`src/core/hbm_defs.svh`:
```
// Constants for the handshake bus cycle master: widths, reset levels, sync bit map.
// Assumes the includer sits on the single 40 MHz core clock, one bus half-state per edge.
// Behaviour
// - Address strobe marks every cycle; strobes qualify write data
// - No wait limit; add whole-clock waits until acknowledge
// - Write drives read/write low with address strobe
// - Write data valid before data strobes assert
// - Four clocks, eight half states, whole-clock waits
// - S0 drives function code, read/write high
// - S1 drives the slave address
// - S2 asserts address strobe; read strobes, write low
// - S3 drives write data; read unchanged
// - S4 asserts write data strobes; read unchanged
// - Ignore responses before the end of S4
// - Acknowledge or fault at S4 end advances S5
// - No termination keeps S4 with wait states
// - S7 latches read data, negates strobes
// - Fault without halt ends cycle, raises exception
// - Fault with halt ends cycle, reruns after halt
`ifndef HBM_DEFS_SVH
`define HBM_DEFS_SVH
`define HBM_ADDR_W 24
`define HBM_DATA_W 16
`define HBM_FC_W 3
`define HBM_SYNC_IN_W 3
`define HBM_SYNC_IDLE 3'h7
`define HBM_SYNC_ACK 0
`define HBM_SYNC_FAULT 1
`define HBM_SYNC_HALT 2
`define HBM_LANE_BIT 0
`define HBM_ADDR_RST 24'h000000
`define HBM_DATA_RST 16'h0000
`define HBM_FC_RST 3'h0
`endif

```
`src/core/hbm_pkg.sv`:
```
// Types shared by the handshake bus cycle master modules.
// Assumes hbm_defs.svh supplies the widths.
`default_nettype none
package hbm_pkg;
    // One state per half bus clock; wait_lo pairs with s4 to form a whole wait clock
    typedef enum logic [3:0] {
        HBM_IDLE, HBM_S0, HBM_S1, HBM_S2, HBM_S3, HBM_S4, HBM_WAIT_LO,
        HBM_S5, HBM_S6, HBM_S7, HBM_HOLD
    } hbm_state_t;
    typedef enum logic [1:0] {
        HBM_END_NORMAL, HBM_END_FAULT, HBM_END_RETRY
    } hbm_end_t;
endpackage
`default_nettype wire

```
`src/core/hbm_sync.sv`:
```
// Two-flop synchroniser bank for the slave's response pins.
// Assumes inputs are asynchronous to clk_i; idle level set per bit.
`include "hbm_defs.svh"
`default_nettype none
module hbm_sync
    import hbm_pkg::*;
(
    input wire logic clk_i,
    input wire logic rst_b_i,
    input wire logic [`HBM_SYNC_IN_W-1:0] pin_i,
    output logic [`HBM_SYNC_IN_W-1:0] sync_o
);
    localparam logic [`HBM_SYNC_IN_W-1:0] idle_lvl = `HBM_SYNC_IDLE;
    genvar g;
    generate
        for (g = 0; g < `HBM_SYNC_IN_W; g++) begin : g_bit
            logic meta;
            logic next_meta;
            logic stable;
            logic next_stable;
            always_comb begin
                next_meta = pin_i[g];
                next_stable = meta;
                // Reset only the second flop, so no gate sits ahead of the first
                if (!rst_b_i) begin
                    next_stable = idle_lvl[g];
                end
            end
            always_ff @(posedge clk_i) begin
                meta <= next_meta;
                stable <= next_stable;
            end
            assign sync_o[g] = stable;
        end
    endgenerate
endmodule
`default_nettype wire

```
`src/core/hbm_lane.sv`:
```
// Byte-lane decode: picks the upper and lower data strobes for an access.
// Assumes the even byte sits on the upper lane.
`include "hbm_defs.svh"
`default_nettype none
module hbm_lane
    import hbm_pkg::*;
(
    input wire logic word_i,
    input wire logic [`HBM_ADDR_W-1:0] addr_i,
    output logic upper_en_o,
    output logic lower_en_o
);
    function automatic logic [1:0] lane_sel(input logic word, input logic odd);
        lane_sel = word ? 2'h3 : (odd ? 2'h1 : 2'h2);
    endfunction

    always_comb begin
        {upper_en_o, lower_en_o} = lane_sel(word_i, addr_i[`HBM_LANE_BIT]);
    end
endmodule
`default_nettype wire

```
`src/core/hbm_master.sv`:
```
// Bus cycle master: runs S0..S7 with whole-clock waits, strobes, fault and retry.
// Assumes clk_i is the processor clock doubled; each edge is one half bus state.
`include "hbm_defs.svh"
`default_nettype none
module hbm_master
    import hbm_pkg::*;
(
    input wire logic clk_i,
    input wire logic rst_b_i,
    // User request side
    input wire logic req_i,
    input wire logic req_write_i,
    input wire logic req_word_i,
    input wire logic [`HBM_ADDR_W-1:0] req_addr_i,
    input wire logic [`HBM_FC_W-1:0] req_fc_i,
    input wire logic [`HBM_DATA_W-1:0] req_wdata_i,
    output logic ready_o,
    output logic done_o,
    output logic fault_o,
    output logic [`HBM_DATA_W-1:0] rdata_o,
    // Bus pins
    output logic [`HBM_ADDR_W-1:0] addr_o,
    output logic addr_oe_o,
    output logic [`HBM_FC_W-1:0] fc_o,
    output logic read_write_o,
    output logic address_strobe_n_o,
    output logic upper_byte_strobe_n_o,
    output logic lower_byte_strobe_n_o,
    output logic [`HBM_DATA_W-1:0] data_o,
    output logic data_oe_o,
    input wire logic [`HBM_DATA_W-1:0] data_i,
    input wire logic transfer_ack_n_i,
    input wire logic bus_fault_n_i,
    input wire logic halt_n_i
);
    hbm_state_t state;
    hbm_state_t next_state;
    hbm_end_t ending;
    hbm_end_t next_ending;
    logic wr;
    logic next_wr;
    logic word;
    logic next_word;
    logic [`HBM_ADDR_W-1:0] addr;
    logic [`HBM_ADDR_W-1:0] next_addr;
    logic [`HBM_FC_W-1:0] fc;
    logic [`HBM_FC_W-1:0] next_fc;
    logic [`HBM_DATA_W-1:0] wdata;
    logic [`HBM_DATA_W-1:0] next_wdata;
    logic [`HBM_DATA_W-1:0] rdata;
    logic [`HBM_DATA_W-1:0] next_rdata;
    logic [`HBM_DATA_W-1:0] data_meta;
    logic [`HBM_DATA_W-1:0] data_sync;
    logic [`HBM_SYNC_IN_W-1:0] resp;
    logic ack;
    logic flt;
    logic hlt;
    logic up_en;
    logic lo_en;
    logic done;
    logic next_done;
    logic fault;
    logic next_fault;
    // Registered pin drivers
    logic next_addr_oe;
    logic [`HBM_FC_W-1:0] next_fc_o;
    logic next_rw;
    logic next_as_n;
    logic next_uds_n;
    logic next_lds_n;
    logic next_data_oe;
    logic [`HBM_DATA_W-1:0] next_data_o;

    hbm_sync u_sync (
        .clk_i(clk_i),
        .rst_b_i(rst_b_i),
        .pin_i({halt_n_i, bus_fault_n_i, transfer_ack_n_i}),
        .sync_o(resp)
    );

    hbm_lane u_lane (
        .word_i(word),
        .addr_i(addr),
        .upper_en_o(up_en),
        .lower_en_o(lo_en)
    );

    assign ack = !resp[`HBM_SYNC_ACK];
    assign flt = !resp[`HBM_SYNC_FAULT];
    assign hlt = !resp[`HBM_SYNC_HALT];

    // Read data also crosses two flops before it is latched
    always_ff @(posedge clk_i) begin
        data_meta <= data_i;
        data_sync <= data_meta;
    end

    // Sequencer
    always_comb begin
        next_state = state;
        next_ending = ending;
        next_wr = wr;
        next_word = word;
        next_addr = addr;
        next_fc = fc;
        next_wdata = wdata;
        next_rdata = rdata;
        next_done = 1'b0;
        next_fault = 1'b0;
        case (state)
            HBM_IDLE: begin
                if (req_i) begin
                    next_wr = req_write_i;
                    next_word = req_word_i;
                    next_addr = req_addr_i;
                    next_fc = req_fc_i;
                    next_wdata = req_wdata_i;
                    next_state = HBM_S0;
                end
            end
            HBM_S0: next_state = HBM_S1;
            HBM_S1: next_state = HBM_S2;
            HBM_S2: next_state = HBM_S3;
            HBM_S3: next_state = HBM_S4;
            HBM_S4: begin
                // Acknowledge and fault only count here, at the end of S4
                if (ack || flt) begin
                    next_state = HBM_S5;
                    next_ending = !flt ? HBM_END_NORMAL :
                        (hlt ? HBM_END_RETRY : HBM_END_FAULT);
                end else begin
                    next_state = HBM_WAIT_LO;
                end
            end
            HBM_WAIT_LO: next_state = HBM_S4;
            HBM_S5: next_state = HBM_S6;
            HBM_S6: begin
                next_state = HBM_S7;
                if (!wr) begin
                    next_rdata = data_sync;
                end
            end
            HBM_S7: begin
                if (ending == HBM_END_RETRY) begin
                    next_state = HBM_HOLD;
                end else begin
                    next_state = HBM_IDLE;
                    next_done = (ending == HBM_END_NORMAL);
                    next_fault = (ending == HBM_END_FAULT);
                end
            end
            HBM_HOLD: begin
                // Rerun the same cycle once halt is gone
                if (!hlt) begin
                    next_state = HBM_S0;
                end
            end
            default: next_state = HBM_IDLE;
        endcase
        if (!rst_b_i) begin
            next_state = HBM_IDLE;
            next_ending = HBM_END_NORMAL;
            next_wr = 1'b0;
            next_word = 1'b0;
            next_addr = `HBM_ADDR_RST;
            next_fc = `HBM_FC_RST;
            next_wdata = `HBM_DATA_RST;
            next_rdata = `HBM_DATA_RST;
        end
    end

    always_ff @(posedge clk_i) begin
        state <= next_state;
        ending <= next_ending;
        wr <= next_wr;
        word <= next_word;
        addr <= next_addr;
        fc <= next_fc;
        wdata <= next_wdata;
        rdata <= next_rdata;
        done <= next_done;
        fault <= next_fault;
    end

    // Pin values follow the state being entered, so they change on that edge
    always_comb begin
        next_addr_oe = 1'b0;
        next_fc_o = fc;
        next_rw = 1'b1;
        next_as_n = 1'b1;
        next_uds_n = 1'b1;
        next_lds_n = 1'b1;
        next_data_oe = 1'b0;
        next_data_o = data_o;
        case (next_state)
            HBM_IDLE, HBM_HOLD, HBM_S0: begin
                next_fc_o = next_fc;
            end
            HBM_S1: begin
                next_addr_oe = 1'b1;
            end
            HBM_S2, HBM_S3, HBM_S4, HBM_WAIT_LO, HBM_S5, HBM_S6: begin
                next_addr_oe = 1'b1;
                next_as_n = 1'b0;
                next_rw = !wr;
                if (next_state != HBM_S2) begin
                    next_data_oe = wr;
                    next_data_o = wdata;
                end
                // Read strobes from S2, write strobes from S4 after data settles
                if (!wr || (next_state != HBM_S2 && next_state != HBM_S3)) begin
                    next_uds_n = !up_en;
                    next_lds_n = !lo_en;
                end
            end
            HBM_S7: begin
                next_addr_oe = 1'b1;
                next_rw = !wr;
                next_data_oe = wr;
            end
            default: next_addr_oe = 1'b0;
        endcase
        if (!rst_b_i) begin
            next_fc_o = `HBM_FC_RST;
            next_data_o = `HBM_DATA_RST;
        end
    end

    always_ff @(posedge clk_i) begin
        addr_oe_o <= next_addr_oe;
        fc_o <= next_fc_o;
        read_write_o <= next_rw;
        address_strobe_n_o <= next_as_n;
        upper_byte_strobe_n_o <= next_uds_n;
        lower_byte_strobe_n_o <= next_lds_n;
        data_oe_o <= next_data_oe;
        data_o <= next_data_o;
    end

    assign addr_o = addr;
    assign ready_o = (state == HBM_IDLE);
    assign done_o = done;
    assign fault_o = fault;
    assign rdata_o = rdata;
endmodule
`default_nettype wire

```
`config.mk`:
```
export PLATFORM = sky130hd
export DESIGN_NAME = hbm_master
export DESIGN_NICKNAME = d
export VERILOG_FILES = /design/src/core/hbm_pkg.sv /design/src/core/hbm_sync.sv /design/src/core/hbm_lane.sv /design/src/core/hbm_master.sv
export VERILOG_INCLUDE_DIRS = /design/src /design/src/core
export SDC_FILE = /design/constraint.sdc
export NUM_CORES = 1
export LEC_CHECK = 0
export BUFFER_PORTS_ARGS = -buffer_cell sky130_fd_sc_hd__buf_2
export CORE_AREA = 2 2 103 95
export CTS_BUF_LIST = sky130_fd_sc_hd__clkbuf_4 sky130_fd_sc_hd__clkbuf_8 sky130_fd_sc_hd__clkbuf_16
export DETAILED_ROUTE_END_ITERATION = 7
export DIE_AREA = 0 0 105 97
export GPL_TIMING_DRIVEN = 0
export HOLD_SLACK_MARGIN = 0.02
export PLACE_DENSITY_LB_ADDON = 0.3
export SETUP_SLACK_MARGIN = 0.5
export SLEW_MARGIN = 15
export SYNTH_ARGS = -nofsm -noshare
export SYNTH_HDL_FRONTEND = slang
export SYNTH_SLANG_ARGS = --single-unit
export TNS_END_PERCENT = 30
```
`constraint.sdc`:
```
create_clock -name clk_i -period 1.8 [get_ports clk_i]
set_input_delay 0.09 -clock clk_i [delete_from_list [all_inputs] [get_ports clk_i]]
set_output_delay 0.09 -clock clk_i [all_outputs]
set_load 0.005 [all_outputs]
```
# == After elaboration in Yosys (flattened, before gate mapping) ==
# Index checks and enable logic that the tools add are counted.
# word_totals
output_inout_bits,68
word_cells,92
in_bits,67
reg_bits,132
# classes
bitwise_logic,2
n_reduce_logical,22
n_mux,18
eq_ne,24
# op_table
op,n
$pmux 4 s10,1
$eq 4x3->1 const B,8
$eq 4x4->1 const B,6
$eq 4x2->1 const B,4
$mux 4,4
$mux 3,4
$reduce_and 2->1,5
$eq 4x1->1 const B,2
$logic_not 4->1,2
$mux 2,4
$reduce_or 8->1,1
$reduce_or 7->1,1
$reduce_or 6->1,1
$logic_not 1->1,5
$mux 1,4
$ne 4x2->1 const B,1
$ne 4x3->1 const B,1
$reduce_or 2->1,2
$reduce_or 3->1,1
$eq 2x1->1 const B,1
$eq 2x2->1 const B,1
$logic_not 2->1,1
$logic_or 1x1->1,2
$not 1->1,2
2 further kinds,2

# == Longest topological paths before layout ==
# Gate-level depths: netlist of run 1.
# logic_depth
ltp_word,9
mapped_depth,7
depth_no_buf,5

# == By module ==
# Synthesis of run 1 repeated with hierarchy kept, for this count alone.
# unflattened
hier_cells,457
area_unflattened_um2,4509.3
# modules_own_cells
module,seq_area_each_um2,area_each_um2,n_inst,cells_each
hbm_master,2522.4,4335.4,1,443
hbm_sync,120.1,161.4,1,12
hbm_lane,0.0,12.5,1,2

# == Worst setup path after synthesis of run 1 ==
# Ideal clock, no wire load.
# synth_timing
kind,register to register
startpoint,reg state[2]
endpoint,reg data_oe_o
t_arrival_ns,1.489
period_less_slack_ns,1.559
path_stages_with_launch,7
slack_ns,0.241
required_time_ns,1.730
n_path_buf,1
setup_ns,0.070
cell_sequence,dfxtp_1 clkbuf_4 inv_1 a211oi_1 o21ai_1 or3b_1 a21oi_1
# synth_via
elab_chain_len,7
elab_cells_between_ends,27
classes_between,eq/ne (18); mux (6); reduce/logical (3)
# synth_rtl
element,line,rtl
"start, declared",hbm_master.sv:36,hbm_state_t state;
"start signal, assigned",hbm_master.sv:173,state <= next_state;
$eq 4x3->1,hbm_master.sv:110,case (state)
$reduce_or 2->1 (no line),-,
$pmux 4 s10 *,hbm_master.sv:110,
$mux 4 *,hbm_master.sv:160,if (!rst_b_i) begin
$eq 4x2->1 (tied with other cells),hbm_master.sv:195,case (next_state)
$reduce_or 6->1 or $mux 1 (tied branches),"hbm_master.sv:195, hbm_master.sv:206",
$pmux 1 s2 *,hbm_master.sv:195,
net next_data_oe,hbm_master.sv:71,logic next_data_oe;
"end signal, assigned",hbm_master.sv:236,data_oe_o <= next_data_oe;
"end, declared",hbm_master.sv:30,"output logic data_oe_o,"
# The timed path passes the listed nets; every way through them passes the cells marked *.
# A chain may end at the register's enable or synchronous reset.

# == Worst setup path in the final report of run 1 ==
# layout_timing
startpoint,reg state[0]
endpoint,reg data_oe_o
# The elaborated chain is that of the path after synthesis.

==> out/results.txt, run 1 <==
Post-synthesis cell type count - 43
HP Class - in2reg
Hold wc startpoint - rst_b_i
Leak - 2.99 nW
R2R depth - 6
Worst EP required - 2.23 ns
Reg2Reg Capture Point - data_oe_o
First-pass GRT wire length - 19.6 mm
CP startpoint kind - flip-flop
Synth Flop Type - dfxtp_1
Skew final - 0.00976 ns
Post-Syn Area per Cell - 9.40 sq um
Max-slew violation count - 0
Ys async rst share - 0%
WL per Instance - 14.8 um
Syn Nets - 537
Pin count of the biggest net entering global routing - 17
Tmin final - 1.66 ns
Crit path cell chain - buf_6 -> nor2_1 -> o311a_1 -> o21ai_1 -> or3b_1 -> a21oi_1
Post-synth EDFFs - 0
Post-route cell area - 6840 sq um
H-tree levels - 4
Crit path max-delay family - simple AND/OR/NAND/NOR gates
Max-cap violation count - 0
Worst flop-to-flop path startpoint - state[0]
Critical path's largest stage delay - 0.41 ns
ANT cells - 0
Total number of yosys warnings - 0
Crit path kind - reg2reg
Clock transition at the registers of the reported paths - 0.06 ns
Total I/O pin count - 135
Initial antenna violation count - 0
Clock Latency Late Sink - 0.51 ns
Final GP Congestion - 0.841
Hold Path End - read_write_o
# port buffers - 133
Routed WL - 12.3 mm
DPL Wire Length - 7.27 mm
Total CTS buffers - 17
Starting Density - 49.1%
Post-route setup TNS - 0 ns
Placed inst area - 5300 sq um
Fillcell total - 615
Seq/Total Area, Yosys - 59.8%
Finish-stage setup viols - 0
Slowest CP cell - or3b_1
Final ANT Viol Nets - 0
Layout cells sized above 1 - 31.9%
Reg-to-reg slack, setup - 0.14 ns
CTS Root Cell - clkbuf_8
Area of the die - 10200 sq um
Vias in the first global route - 4164
Slew HR - 66.3%
Crit end category - flip-flop
Rows - 33
PwrDens - 1120 nW/um^2
Clk sink count - 132
Worst-margin pin slew - 0.506 ns
VDD IR max - 0.00108 V
Worst path buffer plus inverter count - 1
DR vias - 4034
Die width - 105 um
Mapped Area - 4420 sq um
Outcome - completed
Overall die height - 97 um
Worst Hold Path Cells - 3
Area Overhead vs Synth - 54.8%
DRC Markers - 0
Nets - 763
Arrival @ worst endpoint - 2.09 ns
GRT Overall Usage - 24.2%
TritonCTS clock tree - yes
Vias/cell - 4.86
Grt total ovfl - 0
Yosys reg bits - 132
Iter 0 DRT Violations - 173
Clk buf depth - 2
CORE AREA - 9000 sq um
CP max FO - 10
Final Cycle Share - 92.1%
Fmax achieved - 603 MHz
Cells after synthesis - 470
Unrepaired setup endpoints after global routing - true
DR pass1 iterations - 5
Fin. Hold Viols - 0
[placed cells by master (no fill, tap or decap), drive strengths merged, types with 2 or more instances in the layout]
cell type,n
nand2,164
buf,153
dfxtp,132
a21boi,80
dlygate4sd3,65
clkbuf,36
inv,11
nor2,8
o21ai,6
bufinv,5
nor2b,5
nand2b,4
nand3,3
and2,3
nor3b,3
clkinv,3
a21oi,2
a31oi,2
clkinvlp,2
nor4,2
nor3,2
[stage by stage]
stage	utilization [%]	power [mW]	setup WS [ns]	hold slack, ns	std cells
after global placement	58.9	3.76	0.0520	0.192	725
after CTS	74.1	7.61	0.173	0.0753	825
after detailed placement	58.9	3.79	0.0342	0.194	725
after floorplan	-	3.54	0.352	0.118	470
final	76.0	7.65	0.143	0.0852	830
after global routing	76.0	7.94	0.0205	0.120	830
[per-layer routing]
metal	global-route usage, %	up-vias	routed length [um]
met5	0	-	0
met4	12.2	0	317
met3	6.54	29	726
met2	41.8	152	6210
met1	27.3	1868	5010
li1	-	1985	-
[cells in the mapped netlist (3+ instances only)]
cell      count  share of area, %
nand2_1     164                14
nand2b_1      4              0.57
buf_4         3              0.51
buf_2         7              0.79
dfxtp_1     132                60
clkbuf_1     18               1.5
nor2b_1       4              0.57
a21boi_0     22               3.7
nand3_1       3              0.34
nor2_1        8              0.68
o21ai_0       5              0.57
inv_1         7              0.59
a21boi_1     58               9.9
[worst reg2reg max path, cell delays in order, from the launching register on]
cell	delay, ns
dfxtp_2	0.35
buf_6	0.15
nor2_1	0.16
o311a_1	0.26
o21ai_1	0.13
or3b_1	0.41
a21oi_1	0.13
[power by group]
part	internal (mW)	switching (mW)
Combinational	0.431	0.385
Sequential	3.07	0.0715
Clock	2.40	1.29
[cells by family (layout without fill, tap and decap cells)]
family / after synthesis / after routing / synth area share [%]
AO/OA/AOI/OAI: 98 / 98 / 16.3
XOR/XNOR: 1 / 1 / 0.198
buffers and inverters: 37 / 275 / 3.85
flip-flops: 132 / 132 / 59.8
multiplexers: 1 / 1 / 0.227
AND/OR/NAND/NOR: 201 / 201 / 19.6
[state kept, by name (all words and copies together), names as in the netlist, 2 cells and up]
signal               count
addr_o                  24
data_meta               16
data_o                  16
data_sync               16
ending                   2
fc                       3
fc_o                     3
rdata_o                 16
state                    4
u_sync.g_bit.meta        3
u_sync.g_bit.stable      3
wdata                   16
[final cells by class]
class	count	area, sq um	share of cell area (%)
Inverter	7	26.3	0.384
Clock buffer	17	414	6.05
Tap cell	122	153	2.23
Multi-Input combinational cell	301	1700	24.8
Sequential cell	132	2650	38.8
Timing Repair Buffer	207	1430	21.0
Clock inverter	14	225	3.29
Buffer	30	240	3.51
[worst max-delay path by stage]
stage | depth (start not counted) | end | start
after floorplan | 7 | addr_o[0] | state[2]
after global placement | 6 | data_o[7] | state[3]
after detailed placement | 6 | data_o[5] | state[3]
after CTS | 4 | ready_o | state[0]
after global routing | 8 | rdata_o[6] | state[2]
final | 6 | data_oe_o | state[0]
[repair_timing]
action / CTS / global route
pin swaps: 3 / 8
gates cloned: 2 / 3
gates resized for setup: 19 / 31
endpoints found under the hold margin: 67 / 0
hold buffers: 65 / 0
setup buffers: 2 / 2
setup endpoints to repair: 86 / 88
No activity file was read; power rests on OpenSTA's default activity.
==> run 2, diff against run 1 <==
Settings changed: CORE_AREA 2 2 103 95 to 2 2 99 91, DIE_AREA 0 0 105 97 to 0 0 101 93.
Clock period 1.8 ns to 1.99 ns, I/O delays scaled along.
==> run 2 against run 1 <==
  * Die area is 7.8% lower
  * Hold slack improved by 0.036 ns
  * Core utilization up 7.4 points
  * Final area grew 2.5%
  * Sequential power down 9.2%
  * Flip-flop and latch count stayed put
  * Clock-buffer cell count is the same
  * Largest cell class unchanged
==> out/results.txt, run 2 (synthesis gave the netlist of run 1 again) <==
Slew HR - 66.5% (+0.24 points)
Fmax achieved - 587 MHz (-2.6%)
R2R depth - 6 (unchanged)
Placed inst area - 5220 sq um (-1.5%)
WL per Instance - 17.1 um (+16%)
Initial antenna violation count - 0 (unchanged)
Number of flip-flops in the largest register - 24 (unchanged)
Multi-input logic area - 1860 sq um (+10%)
Rows - 32 (-3.0%)
Placed Cells - 705 (-2.8%)
Pin count of the biggest net entering global routing - 17 (unchanged)
Post-route cell area - 7010 sq um (+2.5%)
Clock Latency Late Sink - 0.53 ns (+0.02 ns)
Crit end category - flip-flop
Sw Share - 27.2% (+4.4 points)
Fillcell total - 451 (-27%)
Clock network power share - 43.3% (-5.0 points)
Skew final - 0.0103 ns (+0.000578 ns)
Crit path max-delay family - compound AO/OA/AOI/OAI gates
Arrival @ worst endpoint - 2.08 ns (about the same)
Most frequent cells in the layout - nand2_1 (146), buf_2 (134), dfxtp_1 (128)
TritonCTS clock tree - yes
Fin. Hold Viols - 0 (unchanged)
Clock transition at the registers of the reported paths - 0.06 ns (about the same)
Commonest non-fill, non-tap cell in the layout - nand2_1
VDD IR max - 0.000701 V (-35%)
Worst Hold Path Cells - 3 (unchanged)
CP max FO - 10 (unchanged)
Max-slew violation count - 0 (unchanged)
Routed WL - 14.1 mm (+15%)
Grt total ovfl - 0 (unchanged)
GRT Overall Usage - 28.1% (+3.9 points)
Crit path cell chain - buf_6 -> and4b_1 -> a31oi_2 -> nand4_1 -> o221ai_2 -> o21ai_0
DPL Wire Length - 7.16 mm (-1.6%)
Area of the die - 9390 sq um (-7.8%)
Final Cycle Share - 85.5% (-6.5 points)
Crit path depth - 6 (unchanged)
HP Class - in2reg
Comb pwr share - 13.8% (+3.1 points)
# port buffers - 133 (unchanged)
Worst path buffer plus inverter count - 1 (unchanged)
Final ANT Viol Nets - 0 (unchanged)
Outcome - completed
Hold slack - 0.121 ns (+0.0357 ns)
Finish-stage setup viols - 0 (unchanged)
Overall die height - 93 um (-4.1%)
Slowest CP cell - dfxtp_4
Crit path kind - reg2reg
PwrDens - 948 nW/um^2 (-15%)
Final Non-Filler Cells - 825 (-0.60%)
Total I/O pin count - 135 (unchanged)
H-tree levels - 4 (unchanged)
Die width - 101 um (-3.8%)
Final Worst Setup Slack - 0.288 ns (+0.145 ns)
Leak - 3.12 nW (+4.4%)
Max-cap violation count - 0 (unchanged)
Total CTS buffers - 17 (unchanged)
Final Util - 83.4% (+7.4 points)
Flop pwr share - 42.8% (+1.7 points)
Layout cells sized above 1 - 36.3% (+4.4 points)
Critical path's largest stage delay - 0.38 ns (-0.03 ns)
DR vias - 4305 (+6.7%)
Vias/cell - 5.22 (+7.4%)
Clk sink count - 132 (unchanged)
DRC Markers - 0 (unchanged)
Pre-CTS setup slack - 0.147 ns (+0.113 ns)
Vias in the first global route - 4162 (-0.048%)
Nets - 776 (+1.7%)
Iter 0 DRT Violations - 219 (+27%)
Switch Pwr - 1.81 mW (+3.5%)
Tmin final - 1.70 ns (+0.0451 ns)
First-pass GRT wire length - 20.1 mm (+2.7%)
CORE AREA - 8410 sq um (-6.6%)
Clk buf depth - 2 (unchanged)
CP startpoint kind - flip-flop
Unrepaired setup endpoints after global routing - true
Tot Pwr - 6.65 mW (-13%)
CTS Root Cell - clkbuf_8
Worst-margin pin slew - 0.502 ns (-0.00359 ns)
DR pass1 iterations - 5 (unchanged)
Internal power - 4.84 mW (-18%)
Starting Density - 52.5% (+3.5 points)
Final GP Congestion - 0.891 (+6.0%)
Worst EP required - 2.37 ns (+0.14 ns)
Reg area - 2650 sq um (unchanged)
Post-route setup TNS - 0 ns (unchanged)
Area Overhead vs Synth - 58.7%
-- run 2: cell types whose count changed in the layout (fill, tap and decap cells not counted), sizes merged --
cell,delta
buf,+17
inv,+6
bufinv,-5
clkbuf,-4
clkinv,-1
clkinvlp,+1
diode,+1
-- run 2: path summary, 6_finish.rpt --
| kind | start | endpoint | slack [ns] |
|---|---|---|---|
| min reg2reg | data_meta[14] | data_sync[14] | 0.33 |
| max reg2reg | state[1] | upper_byte_strobe_n_o | 0.29 |
| max | state[1] | upper_byte_strobe_n_o | 0.29 |
| min | rst_b_i | read_write_o | 0.12 |
-- run 2: per-layer routing --
metal	vias to the layer above	wire length [um]	GRT usage [%]	part of all wire (%)
li1	2015	-	-	-
met1	2023	5400	32.5	38
met2	197	7120	47.1	50
met3	70	893	7.62	6.3
met4	0	707	15.5	5.0
met5	-	0	0	0
-- run 2: power groups by stage --
stage / clock [mW] / sequential [mW] / combinational, mW
2_1_floorplan: 0 / 2.89 / 0.293
3_3_place_gp: 0 / 2.89 / 0.488
3_5_place_dp: 0 / 2.89 / 0.504
4_1_cts: 2.89 / 2.84 / 0.734
5_1_grt: 3.03 / 2.86 / 0.982
6_report: 2.88 / 2.85 / 0.920
-- run 2: layout make-up --
cell class                      instances  area share [%]
Buffer                                 30            3.75
Antenna cell                            1          0.0357
Clock inverter                         15            1.94
Multi-Input combinational cell        301            26.6
Timing Repair Buffer                  220            21.8
Inverter                                7           0.375
Tap cell                              102            1.82
Clock buffer                           17            5.91
Sequential cell                       132            37.8
-- run 2: repair_timing --
item | CTS | global route
gates cloned | 5 | 1
hold endpoints to repair | 67 | 0
buffers inserted | 9 | 7
gates resized for setup | 43 | 83
endpoints found under the setup margin | 79 | 77
hold buffers | 65 | 0
pin swaps | 5 | 30
-- run 2: tightest hold or removal path, delay by kind of cell --
kind,cells,cell delay (ns)
AO/OA/AOI/OAI,2,0.30
buffers and inverters,1,0.20
